$ cat src/design/pspc_pkg.sv
package pspc_pkg;
    localparam int CLK_PERIOD_NS = 40;
    localparam int POR_TIME_NS   = 250000;
    localparam int POR_CYCLES    = (POR_TIME_NS + CLK_PERIOD_NS - 1) / CLK_PERIOD_NS;
    localparam int NUM_REGS      = 32;
    localparam int NUM_SYNC      = 4;
    localparam int NUM_AUX       = 32;

    localparam logic [2:0] CHIP_ADDR = 3'h0;

    localparam logic [4:0] REG_IDENT      = 5'h00;
    localparam logic [4:0] REG_POWER      = 5'h01;
    localparam logic [4:0] REG_FRAC       = 5'h04;
    localparam logic [4:0] REG_VCO_ACCESS = 5'h05;
    localparam logic [4:0] REG_SEED       = 5'h06;
    localparam logic [4:0] REG_DRV_MASTER = 5'h08;
    localparam logic [4:0] REG_LEVEL      = 5'h0b;
    localparam logic [4:0] REG_PIN_CTRL   = 5'h0f;

    localparam int F_RD_ADDR_LSB = 0;
    localparam int F_RD_ADDR_MSB = 4;
    localparam int F_SOFT_RST    = 5;
    localparam int F_PIN_SEL     = 0;
    localparam int F_REG_PD      = 1;
    localparam int F_KEEP_LSB    = 2;
    localparam int F_KEEP_MSB    = 7;
    localparam int F_SEED_LSB    = 0;
    localparam int F_SEED_MSB    = 1;
    localparam int F_DRV_MASTER  = 5;
    localparam int F_LEVEL_3V3   = 22;
    localparam int F_AUX_SEL_LSB = 0;
    localparam int F_AUX_SEL_MSB = 4;
    localparam int F_AUTOMUX_DIS = 6;
    localparam int F_DRV_HOLD    = 7;
    localparam int F_PU_DIS      = 8;
    localparam int F_PD_DIS      = 9;

    localparam logic [23:0] DEF_ZERO       = 24'h000000;
    localparam logic [23:0] DEF_POWER      = 24'h000001;
    localparam logic [23:0] DEF_DRV_MASTER = 24'h000020;
    localparam logic [23:0] DEF_PIN_CTRL   = 24'h000001;

    // Start phases: zero, binary, random, all ones below the MSB
    localparam logic [3:0][23:0] SEED_PRESETS = {24'h7fffff, 24'h4c3b2a, 24'h800000, 24'h000000};

    typedef struct packed {
        logic [23:0] data;
        logic [4:0]  addr;
        logic [2:0]  chip;
    } pspc_frame_t;

    typedef enum logic {ST_POR, ST_RUN} pspc_state_t;
endpackage

$ cat src/design/pspc_top.sv
`timescale 1ns/1ps
// Overview of operation
// - Two-bit seed picks one of four start phases
// - Seed reloads on every fractional frequency write
// - Registers held at defaults for 250 us after reset
// - Soft reset clears registers, keeps serial mode
// - VCO access register survives soft reset
// - Enable pin low stops analog and clocks
// - Pin select clear: pin ignored, register bit controls power-down
// - Bits two to seven keep blocks alive
// - Shared driver tristated after reset except reads
// - Matching chip address enables the driver
// - Hold bit keeps driver on while both halves are enabled
// - Automux to read data unless disabled
// - Master enable cleared kills driver entirely
// - Pull-up, pull-down disables and 3.3 V select
// - Five-bit select picks aux output, default lock
// - Address zero reads the version identifier
// - Frame is 24 data, 5 address, 3 chip
// - Chip address for this device is zero
// - Frame commits on latch strobe rising edge
// - Serial out shifts the selected read register
module pspc_top #(
    parameter int          POR_CYCLES = pspc_pkg::POR_CYCLES,
    parameter logic [23:0] VERSION_ID = 24'h000a51  // Arbitrary value
) (
    input  wire logic        CLK_IN,
    input  wire logic        RESETN_IN,
    input  wire logic        SERIAL_CLOCK_IN,
    input  wire logic        SERIAL_IN_LINE_IN,
    input  wire logic        FRAME_LATCH_STROBE_IN,
    input  wire logic        CHIP_POWER_PIN_IN,
    input  wire logic [31:0] AUX_SOURCES_IN,
    output logic             SHARED_STATUS_OUT_PIN_OUT,
    output logic             SHARED_STATUS_OUT_PIN_OE_OUT,
    output logic             LEVEL_3V3_OUT,
    output logic             CLOCKS_ENABLE_OUT,
    output logic [5:0]       BLOCK_ENABLE_OUT,
    output logic [23:0]      PHASE_ACCUMULATOR_OUT,
    output logic             FRAC_LOAD_OUT,
    output logic             POR_DONE_OUT
);
    logic [pspc_pkg::NUM_SYNC-1:0] sync1_ff, sync2_ff, sync3_ff, stable_ff;
    logic [31:0]            shift_ff;
    logic [23:0]            regs_ff [pspc_pkg::NUM_REGS];
    logic [23:0]            out_shift_ff;
    logic                   soft_rst_ff, frac_wr_ff, load_ff, read_active_ff;
    logic [15:0]            por_cnt_ff;
    pspc_pkg::pspc_state_t  state_ff;

    wire [pspc_pkg::NUM_SYNC-1:0] raw_in = {CHIP_POWER_PIN_IN, FRAME_LATCH_STROBE_IN,
                                            SERIAL_IN_LINE_IN, SERIAL_CLOCK_IN};
    wire [pspc_pkg::NUM_SYNC-1:0] agree  = ~(sync2_ff ^ sync3_ff);
    wire [pspc_pkg::NUM_SYNC-1:0] rise   = agree & sync2_ff & ~stable_ff;
    wire [pspc_pkg::NUM_SYNC-1:0] fall   = agree & ~sync2_ff & stable_ff;

    wire sck_rise = rise[0];
    wire sck_fall = fall[0];
    wire sdi_bit  = stable_ff[1];
    wire sen_rise = rise[2];
    wire cen_lvl  = stable_ff[3];

    wire pspc_pkg::pspc_frame_t frame = pspc_pkg::pspc_frame_t'(shift_ff);
    wire por_busy = (state_ff == pspc_pkg::ST_POR);
    wire chip_hit = (frame.chip == pspc_pkg::CHIP_ADDR);
    wire commit   = sen_rise && chip_hit && !por_busy;

    wire [23:0] r_ident = regs_ff[pspc_pkg::REG_IDENT];
    wire [23:0] r_power = regs_ff[pspc_pkg::REG_POWER];
    wire [23:0] r_seed  = regs_ff[pspc_pkg::REG_SEED];
    wire [23:0] r_pin   = regs_ff[pspc_pkg::REG_PIN_CTRL];
    wire [4:0]  rd_addr = r_ident[pspc_pkg::F_RD_ADDR_MSB:pspc_pkg::F_RD_ADDR_LSB];
    wire [1:0]  seed_sel = r_seed[pspc_pkg::F_SEED_MSB:pspc_pkg::F_SEED_LSB];
    wire [4:0]  aux_sel  = r_pin[pspc_pkg::F_AUX_SEL_MSB:pspc_pkg::F_AUX_SEL_LSB];
    wire master_en   = regs_ff[pspc_pkg::REG_DRV_MASTER][pspc_pkg::F_DRV_MASTER];
    wire drv_hold    = r_pin[pspc_pkg::F_DRV_HOLD];
    wire automux_dis = r_pin[pspc_pkg::F_AUTOMUX_DIS];
    wire pu_dis      = r_pin[pspc_pkg::F_PU_DIS];
    wire pd_dis      = r_pin[pspc_pkg::F_PD_DIS];
    wire pin_sel     = r_power[pspc_pkg::F_PIN_SEL];

    // Address zero answers with the version, not the stored read pointer
    wire [23:0] rd_data = (rd_addr == pspc_pkg::REG_IDENT) ? VERSION_ID : regs_ff[rd_addr];

    wire power_down = pin_sel ? !cen_lvl : r_power[pspc_pkg::F_REG_PD];
    wire [5:0] keep = r_power[pspc_pkg::F_KEEP_MSB:pspc_pkg::F_KEEP_LSB];
    wire aux_bit = AUX_SOURCES_IN[aux_sel];
    wire use_sdo = read_active_ff && !automux_dis;
    wire pin_val = use_sdo ? out_shift_ff[23] : aux_bit;
    // Push-pull: a disabled half simply releases the pin for that level
    wire half_off = pin_val ? pu_dis : pd_dis;
    wire drive = master_en && (drv_hold || read_active_ff) && !half_off;

    // Three-stage sampling; only the agreed level counts as a change
    always_ff @(posedge CLK_IN or negedge RESETN_IN) begin
        if (!RESETN_IN) begin
            sync1_ff  <= '0;
            sync2_ff  <= '0;
            sync3_ff  <= '0;
            stable_ff <= '0;
        end else begin
            sync1_ff  <= raw_in;
            sync2_ff  <= sync1_ff;
            sync3_ff  <= sync2_ff;
            stable_ff <= (agree & sync2_ff) | (~agree & stable_ff);
        end
    end

    always_ff @(posedge CLK_IN or negedge RESETN_IN) begin
        if (!RESETN_IN) begin
            state_ff   <= pspc_pkg::ST_POR;
            por_cnt_ff <= 16'h0000;
        end else begin
            case (state_ff)
                pspc_pkg::ST_POR: begin
                    por_cnt_ff <= por_cnt_ff + 16'h0001;
                    if (por_cnt_ff == 16'(POR_CYCLES - 1)) begin
                        state_ff <= pspc_pkg::ST_RUN;
                    end
                end
                pspc_pkg::ST_RUN: state_ff <= pspc_pkg::ST_RUN;
                default: state_ff <= pspc_pkg::ST_POR;
            endcase
        end
    end

    // Frame shifter, MSB first on rising serial clock
    always_ff @(posedge CLK_IN or negedge RESETN_IN) begin
        if (!RESETN_IN) begin
            shift_ff <= 32'h00000000;
        end else if (sck_rise) begin
            shift_ff <= {shift_ff[30:0], sdi_bit};
        end
    end

    genvar gi;
    generate
        for (gi = 0; gi < pspc_pkg::NUM_REGS; gi++) begin : g_reg
            localparam logic [4:0] IDX = 5'(gi);
            localparam logic [23:0] DEF =
                (IDX == pspc_pkg::REG_POWER)      ? pspc_pkg::DEF_POWER :
                (IDX == pspc_pkg::REG_DRV_MASTER) ? pspc_pkg::DEF_DRV_MASTER :
                (IDX == pspc_pkg::REG_PIN_CTRL)   ? pspc_pkg::DEF_PIN_CTRL : pspc_pkg::DEF_ZERO;
            localparam bit VCO = (IDX == pspc_pkg::REG_VCO_ACCESS);
            wire wr  = commit && (frame.addr == IDX);
            wire clr = por_busy || (soft_rst_ff && !VCO);
            always_ff @(posedge CLK_IN or negedge RESETN_IN) begin
                if (!RESETN_IN) begin
                    regs_ff[gi] <= DEF;
                end else if (clr) begin
                    regs_ff[gi] <= DEF;
                end else if (wr) begin
                    regs_ff[gi] <= frame.data;
                end
            end
        end
    endgenerate

    always_ff @(posedge CLK_IN or negedge RESETN_IN) begin
        if (!RESETN_IN) begin
            soft_rst_ff <= 1'b0;
            frac_wr_ff  <= 1'b0;
            load_ff     <= 1'b0;
        end else begin
            soft_rst_ff <= commit && frame.addr == pspc_pkg::REG_IDENT
                           && frame.data[pspc_pkg::F_SOFT_RST];
            frac_wr_ff  <= commit && frame.addr == pspc_pkg::REG_FRAC;
            load_ff     <= sen_rise;
        end
    end

    // Read window: opened by a pointer write, closed by the next strobe
    always_ff @(posedge CLK_IN or negedge RESETN_IN) begin
        if (!RESETN_IN) begin
            read_active_ff <= 1'b0;
        end else if (sen_rise) begin
            read_active_ff <= commit && frame.addr == pspc_pkg::REG_IDENT
                              && !read_active_ff;
        end
    end

    // Loaded a cycle after the strobe so the new pointer is already stored
    always_ff @(posedge CLK_IN or negedge RESETN_IN) begin
        if (!RESETN_IN) begin
            out_shift_ff <= 24'h000000;
        end else if (load_ff) begin
            out_shift_ff <= rd_data;
        end else if (sck_fall) begin
            out_shift_ff <= {out_shift_ff[22:0], 1'b0};
        end
    end

    always_ff @(posedge CLK_IN or negedge RESETN_IN) begin
        if (!RESETN_IN) begin
            PHASE_ACCUMULATOR_OUT <= pspc_pkg::SEED_PRESETS[0];
            FRAC_LOAD_OUT         <= 1'b0;
        end else begin
            FRAC_LOAD_OUT <= frac_wr_ff;
            if (frac_wr_ff) begin
                PHASE_ACCUMULATOR_OUT <= pspc_pkg::SEED_PRESETS[seed_sel];
            end
        end
    end

    always_ff @(posedge CLK_IN or negedge RESETN_IN) begin
        if (!RESETN_IN) begin
            SHARED_STATUS_OUT_PIN_OUT    <= 1'b0;
            SHARED_STATUS_OUT_PIN_OE_OUT <= 1'b0;
            LEVEL_3V3_OUT                <= 1'b0;
            CLOCKS_ENABLE_OUT            <= 1'b0;
            BLOCK_ENABLE_OUT             <= 6'h00;
            POR_DONE_OUT                 <= 1'b0;
        end else begin
            SHARED_STATUS_OUT_PIN_OUT    <= pin_val;
            SHARED_STATUS_OUT_PIN_OE_OUT <= drive;
            LEVEL_3V3_OUT                <= regs_ff[pspc_pkg::REG_LEVEL][pspc_pkg::F_LEVEL_3V3];
            CLOCKS_ENABLE_OUT            <= !power_down;
            BLOCK_ENABLE_OUT             <= {6{!power_down}} | keep;
            POR_DONE_OUT                 <= !por_busy;
        end
    end
endmodule

$ cat config.mk
export PLATFORM = sky130hd
export DESIGN_NAME = pspc_top
export DESIGN_NICKNAME = d
export VERILOG_FILES = /design/src/design/pspc_pkg.sv /design/src/design/pspc_top.sv
export SDC_FILE = /design/constraint.sdc
export NUM_CORES = 1
export LEC_CHECK = 0
export ABC_AREA = 1
export BUFFER_PORTS_ARGS = -buffer_cell sky130_fd_sc_hd__buf_2
export CAP_MARGIN = 15
export CORE_ASPECT_RATIO = 2
export CORE_MARGIN = 2
export CORE_UTILIZATION = 30
export DETAILED_ROUTE_END_ITERATION = 16
export SLEW_MARGIN = 5
export SYNTH_ARGS = -nofsm -noshare
export SYNTH_HDL_FRONTEND = slang
export SYNTH_SLANG_ARGS = --single-unit
$ cat constraint.sdc
create_clock -name CLK_IN -period 1.6 [get_ports CLK_IN]
set_input_delay 0.32 -clock CLK_IN [delete_from_list [all_inputs] [get_ports CLK_IN]]
set_output_delay 0.32 -clock CLK_IN [all_outputs]
set_load 0.05 [all_outputs]
==> results of run 1 <==
sequential cells by signal (all words and copies together), names as in the netlist, 3 cells and up, named ones only:
register and flops:
sync3_ff 4, BLOCK_ENABLE_OUT 6, regs_ff 671, r_pin 24, sync1_ff 4, r_power 24, por_cnt_ff 16, sync2_ff 4
frame 32, PHASE_ACCUMULATOR_OUT 3, r_seed 24, r_ident 24, out_shift_ff 24
cell usage in the layout (no fill, tap or decap), types with 25 or more instances in the layout:
master     Yosys  final
o22ai_1       85     79
o21ai_1      150    240
nand3_1      184    150
nand3_2        0     32
inv_1        127    125
buf_4         63    284
nor2_1       441    427
buf_12         0    136
buf_2         90     72
a21oi_1       73     44
nand2_2        0     61
o211ai_1      77     77
a21oi_4        1     25
clkbuf_16      0     98
dfrtp_1      873    869
o21ai_0      994    882
nand2_1     1220   1151
metrics by stage:
| step | cell area, µm² | total power, mW | setup TNS, ns | hold WS [ns] |
|---|---|---|---|---|
| 4_1_cts | 49100 | 45.4 | -255.70 | 0.0720 |
| 3_5_place_dp | 45100 | 25.9 | -231.01 | 0.188 |
| 2_1_floorplan | 40200 | 24.3 | -63.78 | 0.0244 |
| 6_report | 50200 | 45.1 | -276.01 | 0.0901 |
| 5_1_grt | 50200 | 46.4 | -355.93 | 0.0975 |
| 3_3_place_gp | 45100 | 25.8 | -227.27 | 0.187 |
power breakdown:
group	leakage (nW)	total [mW]	internal, mW	switching [mW]
Clock	1.26	19.6	10.9	8.69
Sequential	12.1	23.1	22.7	0.423
Combinational	9.84	2.37	0.878	1.49
area by class of cell:
type                       instances  area (µm²)  share of cell area
timing repair buffer             571        6830               0.136
antenna                            1        2.50           0.0000499
inverter                         139         561              0.0112
tap                             1719        2150              0.0428
timing repair inverter             3        52.6             0.00105
multi-input combinational       3314       16100               0.321
clock inverter                    24         310             0.00618
clock buffer                     112        2250              0.0448
sequential                       876       21900               0.437
layer usage:
layer / global-route usage / vias to the layer above / part of all wire
met5: 0 / - / 0.000073
met4: 0.174 / 2 / 0.10
met3: 0.0250 / 509 / 0.053
met2: 0.374 / 1442 / 0.51
met1: 0.222 / 17500 / 0.34
li1: - / 16200 / -
critical path: stages (launching register included):
cell,delay [ns]
dfrtp_4,0.50
buf_8,0.16
buf_12,0.15
buf_4,0.15
o21ai_2,0.28
o211ai_1,0.28
nand3_1,0.20
nand2_2,0.06
nand2_2,0.05
nand3_2,0.05
nand2_1,0.06
nand2_1,0.05
cell families (layout without fill, tap and decap cells):
kind of cell,after synthesis,after routing
other cells,0,1
xor+xnor,13,13
mux,16,16
simple gates,1871,1871
fa+ha+maj,7,7
compound gates,1407,1407
buf+inv,575,849
flops,876,876
worst max path at each step:
| stage | slack (ns) | endpoint | cells after the start |
|---|---|---|---|
| global route | -0.56 | regs_ff[220]$_DFFE_PN0P_ | 12 |
| detailed placement | -0.63 | out_shift_ff[1]$_DFFE_PN0P_ | 11 |
| floorplan | -0.13 | r_seed[12]$_DFFE_PN0P_ | 12 |
| finish | -0.54 | out_shift_ff[6]$_DFFE_PN0P_ | 11 |
| global placement | -0.63 | out_shift_ff[7]$_DFFE_PN0P_ | 10 |
| CTS | -0.50 | out_shift_ff[6]$_DFFE_PN0P_ | 13 |
repair_timing:
| action | 4_1_cts | 5_1_grt |
|---|---|---|
| pin swaps | 45 | 72 |
| setup endpoints to repair | 821 | 833 |
| cloned | 18 | 22 |
| hold buffers | 5 | 0 |
| endpoints found under the hold margin | 226 | 0 |
| buffers inserted | 39 | 12 |
| gates resized for setup | 195 | 217 |
==> impl_metrics.tcl, run 1 <==
set metrics [dict create \
    pre_cts_ws_ns -0.629 \
    relSlewSlack 0.490 \
    syn_nets 4808 \
    startpoint "r_ident[0]$_DFFE_PN0P_" \
    slew_violations 0 \
    cp.arrival_ns 2.68 \
    numCtsBuffers 76 \
    clockRootBuffer "clkbuf_16" \
    r2r-start "r_ident[0]$_DFFE_PN0P_" \
    worst_pin_slew_ns 0.762 \
    synth_top_area_cell "dfrtp_1" \
    power_density_nw_per_um2 898 \
    drv_cap 0 \
    yosys_most_used_dff "dfrtp_1" \
    ys_top_cells_by_area "dfrtp_1 55%, o21ai_0 12%, nand2_1 11%" \
    initial_core_util 0.302 \
    startpoint_type "flop" \
    clk_pin_slew_worst_paths_ns 0.07 \
    synth_most_common_cell "nand2_1" \
    synth_fa_ha_area_frac 0.00206 \
    violations "negative setup slack" \
    nFillCells 13300 \
    r2r_cells 11 \
    rows 189 \
    period_share 1.33 \
    syn_inst 4765 \
    synth-compound-area-share 0.186 \
    port-buffer-count 73 \
    synth_top_family_by_area "compound AO/OA/AOI/OAI gates" \
    wire_per_inst_um 22.3 \
    synth_cell_types 41 \
    synth.avg_cell_area_um2 8.40 \
    syn_to_final_growth_pct 25.5 \
    ir_drop_mv 0.767 \
    worstSetupEndpointType "flop" \
    status "complete, but fails checks" \
    overflow 0 \
    synthSimpleGateAreaFrac 0.184 \
    period_minus_slack_ns 2.14 \
    grt_first_pass_wirelength_um 220000 \
    drc 0 \
    max_freq_ghz 0.468 \
    gp_congestion 0.923 \
    fin_util 0.379 \
    cp.required_ns 2.15 \
    antenna_left 0 \
    die_h_um 520 \
    async_flop_share 1.00 \
    numClockSinks 876 \
    hold_path_class "input port to async pin" \
    tritoncts "done" \
    crit_fanout 5 \
    r2r_end "out_shift_ff[6]$_DFFE_PN0P_" \
    grt_pass1_vias 35300 \
    grt_max_degree 76 \
    nets 5024 \
    gr-usage-all-layers 0.210 \
    vias_per_cell 5.27 \
    p_leak_nw 23.2 \
    numPlacedInstances 6532 \
    core_um2 132000 \
    yosys_warnings 0 \
    hold_viol 0 \
    h-tree-depth 3 \
    ys_ff_latch 876 \
    dp_hpwl_um 97000 \
    reg2reg_slack_ns -0.54 \
    worstSetupPathType "flop to flop" \
    clkLatencyLatePin_ns 0.67 \
    vias 35600 \
    setup_ws_ns -0.535 \
    drive_gt1_frac 0.185 \
    synth-edff-count 0 \
    antenna_found_initial 2 \
    die-area_um2 136000 \
    fin_cells 6759 \
    synth_xor_area_frac 0.00285 \
    wl_um 150000 \
    rsz0062_at_grt "true" \
    synth_commonest_cells "1220 x nand2_1, 994 x o21ai_0, 873 x dfrtp_1, 441 x nor2_1, 219 x clkbuf_1" \
    skew_ns 0.0275 \
    clock_path_buffers 3 \
    drtIter0Drc 3167 \
    ys_seq_area_frac 0.548 \
    drt_first_pass_iters 5 \
    setup-violations-final 820 \
    synth.top_cell.area_share 0.546 \
    ios 74 \
    die-width_um 262 \
    synth_mux_area_frac 0.00450 \
    syn_area_um2 40000 \
]
(Power assumes the default switching activity.)
==> run 2, diff against run 1 <==
--- a/config.mk
+++ b/config.mk
@@ -10,8 +10,9 @@
 export CAP_MARGIN = 15
 export CORE_ASPECT_RATIO = 2
 export CORE_MARGIN = 2
-export CORE_UTILIZATION = 30
+export CORE_UTILIZATION = 40
 export DETAILED_ROUTE_END_ITERATION = 16
+export SETUP_SLACK_MARGIN = 0.5
 export SLEW_MARGIN = 5
 export SYNTH_ARGS = -nofsm -noshare
 export SYNTH_HDL_FRONTEND = slang
==> run 2 against run 1 <==
  * The run still ends with negative setup slack left
  * Critical path type unchanged
  * Worst hold slack worse by 0.013 ns
  * Register-to-register slack worse by 0.03 ns
  * Cell count down 5.3%
  * Clock power up 7%
  * Via count up 3.3%
  * Maximum frequency down 1.3%
  * Non-clock buffer count up 31
  * Largest power group unchanged
  * Worst setup slack worse by 0.029 ns
==> impl_metrics.tcl, run 2 (synthesis gave the netlist of run 1 again) <==
set metrics [dict create \
    status "complete, but fails checks" \
    violations "negative setup slack" \
    cpMostUsedCell "buf_12" \
    initial_core_util 0.402 \
    hold_path_class "input port to async pin" \
    slew_violations 0 \
    wire_per_inst_um 25.1 \
    cp.arrival_ns 2.75 \
    r2r_cells 12 \
    final_common_cell "nand2_1" \
    fin_setup_tns_ns -265.29 \
    worstSetupEndpointType "flop" \
    dp_hpwl_um 93900 \
    port-buffer-count 73 \
    setup_ws_ns -0.564 \
    numCtsBuffers 77 \
    clock_path_buffers 3 \
    gp_congestion 0.914 \
    worst_pin_slew_ns 0.799 \
    grt_first_pass_wirelength_um 218000 \
    core_um2 99500 \
    clkPwrFrac 0.449 \
    overflow 0 \
    drtIter0Drc 3755 \
    power_frac_comb 0.052 \
    gr-usage-all-layers 0.284 \
    syn_to_final_growth_pct 29.0 \
    period_minus_slack_ns 2.16 \
    drive_gt1_frac 0.221 \
    drt_first_pass_iters 8 \
    relSlewSlack 0.464 \
    layout_common_cells "1061 x nand2_1, 868 x dfrtp_1, 839 x o21ai_0, 432 x nor2_1, 257 x buf_4" \
    numClockSinks 876 \
    hold_viol 0 \
    startpoint_type "flop" \
    p_int_mw 35.4 \
    vias 36800 \
    seq_power_share 0.499 \
    period_share 1.35 \
    antenna_found_initial 4 \
    startpoint "sync2_ff[2]$_DFF_PN0_" \
    crit_chain "ha_2 -> inv_2 -> nor2_4 -> nand4_4 -> nor2_4 -> buf_12 -> buf_6 -> buf_12 -> a21oi_4 -> buf_12 -> buf_6 -> o21ai_0" \
    crit_fanout 10 \
    r2r_end "regs_ff[449]$_DFFE_PN0P_" \
    setup-violations-final 827 \
    clkLatencyLatePin_ns 0.72 \
    r2r-start "sync2_ff[2]$_DFF_PN0_" \
    hold_slack_ns 0.0768 \
    skew_ns 0.0311 \
    top_register "regs_ff" \
    rsz0062_at_grt "true" \
    clk_pin_slew_worst_paths_ns 0.07 \
    endpoint "regs_ff[449]$_DFFE_PN0P_" \
    drv_cap 0 \
    grt_pass1_vias 34900 \
    reg2reg_slack_ns -0.56 \
    vias_per_cell 5.74 \
    swShare 0.239 \
    cp_num_cells 12 \
    wl_um 161000 \
    ios 74 \
    switching_power_mw 11.1 \
    crit_family "buffers and inverters" \
    largest_register_ff_count 671 \
    die-width_um 228 \
    clockRootBuffer "clkbuf_16" \
    max_freq_ghz 0.462 \
    rows 164 \
    tritoncts "done" \
    drc 0 \
    die_h_um 451 \
    ir_drop_mv 0.640 \
    die-area_um2 103000 \
    slowest_delay_ns 0.35 \
    h-tree-depth 3 \
    cp.required_ns 2.18 \
    power_density_nw_per_um2 900 \
    worstSetupPathType "flop to flop" \
    antenna_left 0 \
    grt_max_degree 78 \
    p_leak_nw 24.9 \
    critPathSlowestCell "dfrtp_1" \
    nets 5053 \
    path_buf_inv 6 \
]
==> run 2: cell count changes in the layout (fill, tap and decap cells not counted), sizes merged <==
cell      before  now
inv          138  139
clkinvlp       3    5
bufbuf         2    4
bufinv         7   12
buf          545  556
clkinv        18   21
diode          1    2
clkbuf       131  142
==> run 2: worst min path at each step <==
| stage | start | end |
|---|---|---|
| 2_1_floorplan | RESETN_IN | BLOCK_ENABLE_OUT[0]$_DFF_PN0_ |
| 3_3_place_gp | RESETN_IN | frame[19]$_DFFE_PN0P_ |
| 3_5_place_dp | RESETN_IN | frame[19]$_DFFE_PN0P_ |
| 4_1_cts | RESETN_IN | frame[19]$_DFFE_PN0P_ |
| 5_1_grt | RESETN_IN | frame[19]$_DFFE_PN0P_ |
| 6_report | RESETN_IN | regs_ff[346]$_DFFE_PN0P_ |
==> run 2: what timing repair did <==
action                     CTS  global route
hold endpoints to repair   324             0
setup endpoints to repair  889           890
pin swaps                   56            47
hold buffers                 5             0
resized for setup          195           496
cloned                      21            55
setup buffers               36            13
==> run 2: worst register-to-register path, stage by stage (launching register included) <==
cell and delay, ns:
dfrtp_1 0.35, ha_2 0.17, inv_2 0.05, nor2_4 0.10, nand4_4 0.14, nor2_4 0.17, buf_12 0.12, buf_6 0.09
buf_12 0.14, a21oi_4 0.07, buf_12 0.17, buf_6 0.22, o21ai_0 0.26
==> run 2: cell type report <==
cell class                      instances  area (µm²)
Tap cell                             1328        1660
Clock inverter                         38         529
Antenna cell                            2        5.00
Timing Repair Buffer                  602        7780
Clock buffer                          105        2230
Multi-Input combinational cell       3314       16900
Sequential cell                       876       21900
Inverter                              139         572
Fill cell                            8922       47900
==> run 2: metal layers <==
metal | routed length, µm | GRT usage
met1 | 53800 | 0.321
met2 | 78300 | 0.488
met3 | 11100 | 0.0352
met4 | 17500 | 0.210
met5 | 9 | 0
==> run 2: power by group through the flow <==
stage	combinational (mW)	sequential [mW]	clock (mW)
floorplan	0.847	23.4	0
global placement	2.31	23.5	0
global route	2.67	23.2	21.9
CTS	2.39	23.1	21.0
finish	2.41	23.2	20.9
detailed placement	2.35	23.6	0
==> run 2: stage by stage <==
step | cell area (µm²) | util | setup slack [ns] | power (mW) | cells
2_1_floorplan | 40300 | - | -0.132 | 24.3 | 4765
3_3_place_gp | 44500 | 0.447 | -0.639 | 25.9 | 6129
3_5_place_dp | 44500 | 0.447 | -0.636 | 25.9 | 6129
4_1_cts | 48900 | 0.492 | -0.410 | 46.5 | 6334
5_1_grt | 51600 | 0.519 | -0.635 | 47.8 | 6403
6_report | 51600 | 0.519 | -0.564 | 46.5 | 6404
